==> src/common/dac_cfg_defs.svh <==
// constants for the dac configuration and lock control block
// assumes inclusion by bare name from the package file; the design file has no include of its own
`ifndef DAC_CFG_DEFS_SVH
`define DAC_CFG_DEFS_SVH
`define DAC_LOCK_STATUS_ADDR 5'h0b
`define DAC_VOL_CODE0_ADDR 5'h00
`define DAC_VOL_CODE1_ADDR 5'h01
`define DAC_VOL_REF_ADDR 5'h08
`define DAC_VOL_PD_ADDR 5'h09
`define DAC_VOL_GAIN_ADDR 5'h0a
`define DAC_RES_BITS 12
`define DAC_NUM_CH 2
`define DAC_LOCK_W 2
`define DAC_GAIN_LSB 8
`define DAC_LOCK_RESET 2'h0
`define DAC_REG_W 16
`endif

==> src/common/dac_cfg_pkg.sv <==
// types for the dac configuration and lock control block
// assumes dac_cfg_defs.svh is on the include path
`include "dac_cfg_defs.svh"
package dac_cfg_pkg;
  typedef enum logic [1:0] {
    ref_supply = 2'h0,
    ref_bandgap = 2'h1,
    ref_pin_unbuf = 2'h2,
    ref_pin_buf = 2'h3
  } ref_sel_t;
  typedef enum logic [1:0] {
    pd_normal = 2'h0,
    pd_load_1k = 2'h1,
    pd_load_100k = 2'h2,
    pd_open = 2'h3
  } pd_sel_t;
  typedef enum logic [1:0] {
    st_hold = 2'h0,
    st_pending = 2'h1,
    st_reload = 2'h3
  } upd_state_t;
endpackage : dac_cfg_pkg

==> src/dac_config_lock_control.sv <==
// digital control of a dual-channel resistor-ladder dac: lock status,
// reference select, gain, power-down and volatile dac code.
// assumes: reset is power-on/brown-out, bus writes arrive decoded from the
// serial slave, nonvolatile copies are presented as stable inputs.
module dac_config_lock_control
  import dac_cfg_pkg::*;
(
  input wire logic clk,
  input wire logic reset,
  input wire logic wr_stb,
  input wire logic [4:0] wr_addr,
  input wire logic [`DAC_REG_W-1:0] wr_data,
  input wire logic ack_fall,
  input wire logic rd_stb,
  input wire logic [4:0] rd_addr,
  input wire logic gen_call_reset,
  input wire logic [`DAC_NUM_CH-1:0] value_lock_cfg,
  input wire logic [`DAC_NUM_CH-1:0] config_lock_cfg,
  input wire logic [2*`DAC_NUM_CH-1:0] nv_ref_select_field,
  input wire logic [2*`DAC_NUM_CH-1:0] nv_power_down_select,
  input wire logic [`DAC_NUM_CH-1:0] nv_gain,
  input wire logic [2*`DAC_RES_BITS-1:0] nv_code,
  output logic [`DAC_REG_W-1:0] rd_data,
  output logic rd_valid,
  output logic [2*`DAC_RES_BITS-1:0] ladder_tap,
  output logic [`DAC_NUM_CH-1:0] ladder_ref_connect,
  output logic [`DAC_NUM_CH-1:0] ref_pin_connect,
  output logic [`DAC_NUM_CH-1:0] ref_buffer_on,
  output logic [`DAC_NUM_CH-1:0] bandgap_on,
  output logic [`DAC_NUM_CH-1:0] gain_x2,
  output logic [`DAC_NUM_CH-1:0] amp_on,
  output logic [`DAC_NUM_CH-1:0] out_load_1k,
  output logic [`DAC_NUM_CH-1:0] out_load_100k
);
  localparam int RB = `DAC_RES_BITS;
  localparam int NC = `DAC_NUM_CH;

  typedef struct packed {
    upd_state_t st;
    logic boot;
    logic [2*RB-1:0] code;
    logic [2*RB-1:0] code_pend;
    logic [2*NC-1:0] ref_sel;
    logic [2*NC-1:0] ref_pend;
    logic [2*NC-1:0] pd_sel;
    logic [2*NC-1:0] pd_pend;
    logic [NC-1:0] gain;
    logic [NC-1:0] gain_pend;
    logic [2*NC-1:0] lock_status_bits;
    logic [`DAC_REG_W-1:0] rd_data;
    logic rd_valid;
    logic [2*RB-1:0] ladder_tap;
    logic [NC-1:0] ladder_ref_connect;
    logic [NC-1:0] ref_pin_connect;
    logic [NC-1:0] ref_buffer_on;
    logic [NC-1:0] bandgap_on;
    logic [NC-1:0] gain_x2;
    logic [NC-1:0] amp_on;
    logic [NC-1:0] out_load_1k;
    logic [NC-1:0] out_load_100k;
  } state_t;

  // s_r holds every register of the block; s_nxt is its next value
  state_t s_r;
  state_t s_nxt;

  // combinational decode shared by the next-state logic
  logic [NC-1:0] pd_any;
  logic [NC-1:0] ref_sup;
  logic [NC-1:0] g2;
  logic [NC-1:0] pin_sel;
  logic [NC-1:0] bg_sel;
  logic [NC-1:0] bufd;
  logic [NC-1:0] l1k;
  logic [NC-1:0] l100k;

  logic [2*NC-1:0] lock_mirror;
  logic wr_taken;
  logic [`DAC_REG_W-1:0] rd_word;

  // per-channel decode of the nonvolatile lock bits and volatile settings
  for (genvar c = 0; c < NC; c++) begin : g_ch
    ref_sel_t rs;
    pd_sel_t ps;
    logic [1:0] lock_c;
    logic sup_c;
    logic bg_c;
    logic pin_c;
    logic buf_c;
    logic down_c;
    logic l1k_c;
    logic l100k_c;
    assign rs = ref_sel_t'(s_r.ref_sel[2*c +: 2]);
    assign ps = pd_sel_t'(s_r.pd_sel[2*c +: 2]);

    // value lock lands in the high bit, config lock in the low bit
    always_comb begin
      case ({value_lock_cfg[c], config_lock_cfg[c]})
        2'b11: begin
          lock_c = 2'h3;
        end
        2'b10: begin
          lock_c = 2'h2;
        end
        2'b01: begin
          lock_c = 2'h1;
        end
        2'b00: begin
          lock_c = 2'h0;
        end
        default: begin
          lock_c = `DAC_LOCK_RESET;
        end
      endcase
    end
    assign lock_mirror[2*c +: 2] = lock_c;

    // reference source decode, one arm per encoding
    always_comb begin
      sup_c = 1'b0;
      bg_c = 1'b0;
      pin_c = 1'b0;
      buf_c = 1'b0;
      case (rs)
        ref_supply: begin
          sup_c = 1'b1;
        end
        ref_bandgap: begin
          bg_c = 1'b1;
          buf_c = 1'b1;
        end
        ref_pin_unbuf: begin
          pin_c = 1'b1;
        end
        ref_pin_buf: begin
          pin_c = 1'b1;
          buf_c = 1'b1;
        end
        default: begin
          sup_c = 1'b1;
        end
      endcase
    end

    // power-down decode; every state but normal stops the channel
    always_comb begin
      down_c = 1'b1;
      l1k_c = 1'b0;
      l100k_c = 1'b0;
      case (ps)
        pd_normal: begin
          down_c = 1'b0;
        end
        pd_load_1k: begin
          l1k_c = 1'b1;
        end
        pd_load_100k: begin
          l100k_c = 1'b1;
        end
        pd_open: begin
          down_c = 1'b1;
        end
        default: begin
          down_c = 1'b1;
        end
      endcase
    end

    assign pd_any[c] = down_c;
    assign l1k[c] = l1k_c;
    assign l100k[c] = l100k_c;
    assign ref_sup[c] = sup_c;
    assign bg_sel[c] = bg_c;
    assign pin_sel[c] = pin_c;
    assign bufd[c] = buf_c;
    assign g2[c] = s_r.gain[c] && !sup_c;
  end

  // read word assembled from current state; a read only loads rd_data and rd_valid
  always_comb begin
    rd_word = '0;
    case (rd_addr)
      `DAC_LOCK_STATUS_ADDR: begin
        rd_word[2*NC-1:0] = s_r.lock_status_bits;
      end
      `DAC_VOL_CODE0_ADDR: begin
        rd_word[RB-1:0] = s_r.code[RB-1:0];
      end
      `DAC_VOL_CODE1_ADDR: begin
        rd_word[RB-1:0] = s_r.code[2*RB-1:RB];
      end
      `DAC_VOL_REF_ADDR: begin
        rd_word[2*NC-1:0] = s_r.ref_sel;
      end
      `DAC_VOL_PD_ADDR: begin
        rd_word[2*NC-1:0] = s_r.pd_sel;
      end
      `DAC_VOL_GAIN_ADDR: begin
        rd_word[`DAC_GAIN_LSB +: NC] = s_r.gain;
      end
      default: begin
        // unmapped addresses read zero
        rd_word = '0;
      end
    endcase
  end

  // a write to the lock status or an unmapped address leaves nothing pending
  assign wr_taken = wr_stb && (
    wr_addr == `DAC_VOL_CODE0_ADDR ||
    wr_addr == `DAC_VOL_CODE1_ADDR ||
    wr_addr == `DAC_VOL_REF_ADDR ||
    wr_addr == `DAC_VOL_PD_ADDR ||
    wr_addr == `DAC_VOL_GAIN_ADDR);

  always_comb begin
    s_nxt = s_r;
    s_nxt.rd_valid = 1'b0;
    s_nxt.boot = 1'b0;
    s_nxt.lock_status_bits = lock_mirror;
    if (s_r.boot || gen_call_reset) begin
      // power-on load and general call both restore the nonvolatile data
      s_nxt.code = nv_code;
      s_nxt.ref_sel = nv_ref_select_field;
      s_nxt.pd_sel = nv_power_down_select;
      s_nxt.gain = nv_gain;
      s_nxt.st = st_hold;
    end else begin
      // writes collect in the pending copies until the acknowledge
      case (s_r.st)
        st_hold, st_pending: begin
          if (wr_stb) begin
            case (wr_addr)
              `DAC_VOL_CODE0_ADDR: begin
                s_nxt.code_pend[RB-1:0] = wr_data[RB-1:0];
              end
              `DAC_VOL_CODE1_ADDR: begin
                s_nxt.code_pend[2*RB-1:RB] = wr_data[RB-1:0];
              end
              `DAC_VOL_REF_ADDR: begin
                s_nxt.ref_pend = wr_data[2*NC-1:0];
              end
              `DAC_VOL_PD_ADDR: begin
                s_nxt.pd_pend = wr_data[2*NC-1:0];
              end
              `DAC_VOL_GAIN_ADDR: begin
                s_nxt.gain_pend = wr_data[`DAC_GAIN_LSB +: NC];
              end
              default: begin
                s_nxt.st = s_r.st;
              end
            endcase
          end
          if (wr_taken) begin
            s_nxt.st = st_pending;
          end
          // an acknowledge in the same cycle as the last write applies it too
          if (ack_fall && (s_r.st == st_pending || wr_taken)) begin
            s_nxt.st = st_reload;
          end
        end
        st_reload: begin
          // writes arriving in the reload cycle are dropped
          s_nxt.code = s_r.code_pend;
          s_nxt.ref_sel = s_r.ref_pend;
          s_nxt.pd_sel = s_r.pd_pend;
          s_nxt.gain = s_r.gain_pend;
          s_nxt.st = st_hold;
        end
        default: begin
          s_nxt.st = st_hold;
        end
      endcase
    end
    if (rd_stb) begin
      s_nxt.rd_valid = 1'b1;
      s_nxt.rd_data = rd_word;
    end

    // tap code is unsigned, full scale 2^n-1 one element below the top
    s_nxt.ladder_tap = s_r.code;
    s_nxt.ladder_ref_connect = ~pd_any;
    s_nxt.ref_pin_connect = pin_sel & ~pd_any;
    s_nxt.ref_buffer_on = bufd;
    s_nxt.bandgap_on = bg_sel;
    s_nxt.gain_x2 = g2;
    s_nxt.amp_on = ~pd_any;
    s_nxt.out_load_1k = l1k;
    s_nxt.out_load_100k = l100k;
  end

  // reset clears all state and arms the boot load for the next edge
  always_ff @(posedge clk) begin
    if (reset) begin
      s_r <= '0;
      s_r.boot <= 1'b1;
      s_r.lock_status_bits <= {NC{`DAC_LOCK_RESET}};
    end else begin
      s_r <= s_nxt;
    end
  end

  // every output is a flip-flop of the state struct
  assign rd_data = s_r.rd_data;
  assign rd_valid = s_r.rd_valid;
  assign ladder_tap = s_r.ladder_tap;
  assign ladder_ref_connect = s_r.ladder_ref_connect;
  assign ref_pin_connect = s_r.ref_pin_connect;
  assign ref_buffer_on = s_r.ref_buffer_on;
  assign bandgap_on = s_r.bandgap_on;
  assign gain_x2 = s_r.gain_x2;
  assign amp_on = s_r.amp_on;
  assign out_load_1k = s_r.out_load_1k;
  assign out_load_100k = s_r.out_load_100k;
endmodule : dac_config_lock_control

==> config.mk <==
export PLATFORM = sky130hd
export DESIGN_NAME = dac_config_lock_control
export DESIGN_NICKNAME = d
export VERILOG_FILES = /design/src/common/dac_cfg_pkg.sv /design/src/dac_config_lock_control.sv
export VERILOG_INCLUDE_DIRS = /design/src /design/src/common
export SDC_FILE = /design/constraint.sdc
export NUM_CORES = 1
export LEC_CHECK = 0
export BUFFER_PORTS_ARGS = -buffer_cell sky130_fd_sc_hd__buf_2
export CELL_PAD_IN_SITES_DETAIL_PLACEMENT = 1
export CELL_PAD_IN_SITES_GLOBAL_PLACEMENT = 1
export CORE_MARGIN = 2
export CORE_UTILIZATION = 23
export DETAILED_ROUTE_END_ITERATION = 10
export HOLD_SLACK_MARGIN = 0.06
export PLACE_DENSITY = 0.61
export SYNTH_ARGS = -nofsm -noshare
export SYNTH_HDL_FRONTEND = slang
export SYNTH_SLANG_ARGS = --single-unit
==> constraint.sdc <==
create_clock -name clk -period 4.48 [get_ports clk]
set_clock_uncertainty 0.2 [all_clocks]
set_input_delay 0.896 -clock clk [delete_from_list [all_inputs] [get_ports clk]]
set_output_delay 0.896 -clock clk [all_outputs]
set_load 0.02 [all_outputs]
Word level (Yosys, flattened, before mapping)
Index checks and enable logic that the tools add are counted.
{"block": "op_classes", "eq_ne": 27, "order_cmp": 0, "n_addsub": 0, "shift": 0, "mux": 49, "mul": 0, "div": 0, "bitwise": 4, "n_reduce_logical": 34}
{"operator": "130-bit 2-to-1 mux", "count": 1}
{"operator": "24-bit 2-to-1 mux", "count": 5}
{"operator": "4-bit 2-to-1 mux", "count": 12}
{"operator": "5-bit by 4-bit equality test with 1-bit output (second input constant)", "count": 7}
{"operator": "12-bit 2-to-1 mux", "count": 2}
{"operator": "2-bit equality test (second input constant)", "count": 11}
{"operator": "4-bit one-hot mux with 5 select lines", "count": 1}
{"operator": "4-bit AND reduction", "count": 5}
{"operator": "2-bit 2-to-1 mux", "count": 8}
{"operator": "2-bit one-hot mux with 4 select lines", "count": 2}
{"operator": "2-bit by 1-bit equality test with 1-bit output (second input constant)", "count": 7}
{"operator": "2-bit zero test", "count": 7}
{"operator": "1-bit 2-to-1 mux", "count": 14}
{"operator": "13-bit 2-to-1 mux", "count": 1}
{"operator": "5-bit by 1-bit equality test with 1-bit output (second input constant)", "count": 2}
{"operator": "5-bit zero test", "count": 2}
{"operator": "2-bit OR reduction", "count": 5}
{"operator": "4-bit one-hot mux with 2 select lines", "count": 1}
{"operator": "1-bit logical OR", "count": 6}
{"operator": "2-bit one-hot mux with 3 select lines", "count": 1}
{"operator": "1-bit logical AND", "count": 4}
{"operator": "2-bit one-hot mux with 2 select lines", "count": 1}
{"operator": "2-bit nonzero test", "count": 2}
{"operator": "3-bit OR reduction", "count": 1}
{"operator": "4 further kinds", "count": 6}
{"block": "word_totals", "romBits": 0, "ram_bits": 0, "input_bits": 70, "mem_count": 0, "reg_bits": 126, "latchBits": 0, "output_inout_bits": 57}

Logic depth before layout (Yosys ltp)
{"block": "depth", "depth_word": 9, "depth_mapped": 5}

Worst setup path before layout
No wires, ideal clock.
{"block": "synth_path", "path_type": "input-to-reg", "startpoint": "input wr_addr[2]", "endpoint": "register s_r[84] in the netlist's numbering", "cell_stages": 3, "t_arrival_ps": 2011, "setup_slack_ps": 2148, "path_cell_list": "or3b_2 > or4_4 > mux2i_1"}
{"block": "synth_between", "elab_chain_cells": 2}
{"element": "start: declaration", "line_no": "dac_config_lock_control.sv:11", "text": "input wire logic [4:0] wr_addr,"}
{"element": "5-bit zero test", "line_no": "dac_config_lock_control.sv:233", "text": "case (wr_addr)"}
{"element": "4-bit AND reduction (no line)"}
{"element": "end signal: assignment", "line_no": "dac_config_lock_control.sv:299", "text": "s_r <= s_nxt;"}
{"element": "end: declaration", "line_no": "dac_config_lock_control.sv:64", "text": "state_t s_r;"}
Every way passes these cells.
A chain may end at the register's enable or synchronous reset.

Final worst setup path
{"block": "layout_path", "startpoint": "input gen_call_reset", "endpoint": "register s_r, in the netlist s_nxt[25]"}
{"block": "layout_between", "elab_chain_cells": 2, "word_cells_on_any_way": 3, "cone_classes": "1 x mux; 2 x reduce/logical"}
{"element": "start: declaration", "line_no": "dac_config_lock_control.sv:16", "text": "input wire logic gen_call_reset,"}
{"element": "1-bit logical OR *", "line_no": "dac_config_lock_control.sv:221", "text": "if (s_r.boot || gen_call_reset) begin"}
{"element": "24-bit 2-to-1 mux or 2-bit nonzero test (tied branches)"}
Every way passes the cells marked *; elsewhere a longest branch is shown, timed or not.

==> results.cfg <==
[synthesis]
synth_edf_count = 0
synthCells = 583
synth-async-reset-ratio = 0
synth.most_common_cell = dfxtp_1
ys_seq_area_frac = 0.467
synth-seq-cells = 126
synth_top_area_share = 0.467
synthTopCellsByCount = dfxtp_1, buf_4, nor2_1, nand2b_1, a311oi_1
yosysTopAreaCell = dfxtp_1
syn_area_um2 = 5410
ys_types = 41
synth_warnings = 0
synth_area_leaders = dfxtp_1, buf_4, a311oi_1
avgSynthCellArea_um2 = 9.27
synth_flop_cell = dfxtp_1

[worst_setup_path]
r2r_slack_ns = 2.31
crit_required_ns = 4.60
cp.arrival_ns = 2.69
path_class = in -> reg
startpoint_type = primary input
endpoint_kind = flop
crit_fanout = 40

[final_layout]
nFillCells = 2742
finalNonFillerCells = 966
nNetsFinal = 704
area_growth_pct = 19.4
drive_gt1_frac = 0.266
fin_area_um2 = 6450
antennaDiodeCount = 0

[clocking]
clk_latency_ns = 0.42
cts_max_level = 4
cts-buffers-inserted = 17
cts.path.max_buffers = 2
clk_pin_slew_ns = 0.06
cts_root_buffer = clkbuf_16
cts_tree = yes
post_cts_buffers = 0
cts-resized-gates = 0
clkSinkCount = 126
ctsHoldBuffers = 0

[sta]
holdWs_ns = 0.271
min_period_ns = 2.57
layout_setup_ws_ns = 1.91
hold_viol_final = 0
slew_headroom = 0.439
setup_viol = 0
post-route-period-util = 0.574
final.setup.tns_ns = 0
max_freq_mhz = 389
rsz0062_at_grt = false
slew_violations = 0
worstMarginPinSlew_ns = 0.839

[floorplanning]
io_pins = 127
die_h_um = 157
die_x_um = 157
dieArea_um2 = 24700
core_area_um2 = 23300
rows = 56
start_util = 0.232

[detailed_routing]
route.detailed.vias_per_inst = 4.33
post_drt_wl_per_cell_um = 17.1
first_pass_iters = 5
ant_nets = 0
wirelength_mm = 16.5
drt_iter0_markers = 157
drcViolationCount = 0
via_count = 4182

[place]
placed_cell_area_um2 = 5890
dp_hpwl_mm = 12.1
io_buffers = 118
dp_slack_ns = 1.44
placedCellCount = 934
routabilityCongestion = 0.754

[global_route]
grt_overflow_total = 0
grt_first_pass_wirelength_mm = 25.1
grt_pass1_vias = 4277
grt_max_degree = 78
antenna_found_initial = 0
grt_usage = 0.138

[flow_run]
cap_violations = 0

[hold_path]
hold_path_class = reg -> reg

[outcome]
status = finished, final reports clean

[power]
ir_drop_mv = 0.250
power.leakage_nw = 2.65
power.density_nw_per_um2 = 427
registers in the layout (all words and copies together) (netlist names), 4 cells and up:
signal / flops
g_ch.rs: 4
g_ch.ps: 4
s_r: 43
s_nxt: 24
ladder_tap: 24
rd_data: 12
kinds of logic (layout without fill, tap and decap cells):
| family | count (synthesis) | in the layout | synth area share |
|---|---|---|---|
| compound gates | 101 | 101 | 0.131 |
| buf+inv | 101 | 162 | 0.112 |
| flops | 126 | 126 | 0.467 |
| mux | 39 | 39 | 0.0738 |
| other cells | 1 | 4 | 0.000694 |
| simple gates | 215 | 215 | 0.216 |
where the power goes:
group          total (mW)  switching, mW  internal, mW
clock network        1.31          0.508         0.800
logic               0.239          0.148        0.0913
registers            1.21         0.0399          1.17
total                2.76          0.696          2.06
layout make-up:
cell class	instances	area, µm²	share of cell area
clock inverter	11	91.3	0.0142
timing repair buffer	126	653	0.101
inverter	4	15.0	0.00233
multi-input combinational	359	2300	0.357
sequential	126	2520	0.391
tap	319	399	0.0618
clock buffer	21	470	0.0729
cell usage in the layout (no fill, tap or decap), drive strengths merged, types with 5 or more instances in the layout:
cell | Yosys | layout
nor3b | 10 | 10
clkbuf | 29 | 21
a22oi | 5 | 5
nor2b | 34 | 34
mux2 | 7 | 7
buf | 68 | 126
mux2i | 32 | 32
a311oi | 41 | 41
nand2 | 37 | 37
nor2 | 48 | 48
nand2b | 45 | 45
clkinv | 0 | 7
nand3 | 14 | 14
dfxtp | 126 | 126
o21ai | 37 | 37
worst paths after layout:
kind                   from         to  cells past startpoint
max          gen_call_reset  s_nxt[25]                      5
min                s_r[130]   s_r[130]                      2
max reg2reg        s_r[129]  s_nxt[25]                      4
min reg2reg        s_r[130]   s_r[130]                      2
layer usage:
| layer | up-vias | track usage | wire (µm) |
|---|---|---|---|
| met2 | 99 | 0.218 | 7530 |
| met1 | 1989 | 0.182 | 7990 |
| li1 | 2077 | - | - |
| met4 | 0 | 0.0403 | 175 |
| met3 | 17 | 0.0402 | 784 |
| met5 | - | 0 | 0 |
stage by stage:
stage | power (mW) | util
global placement | 1.47 | 0.253
CTS | 2.80 | 0.277
finish | 2.76 | 0.277
floorplan | 1.39 | -
global route | 2.87 | 0.277
detailed placement | 1.48 | 0.253
worst max-delay path: stages:
cell and delay [ns]:
buf_2 0.32, nor2_2 0.71, buf_4 0.37, nand2_1 0.10
a311oi_1 0.28
Power figures use the tool's default switching activity.
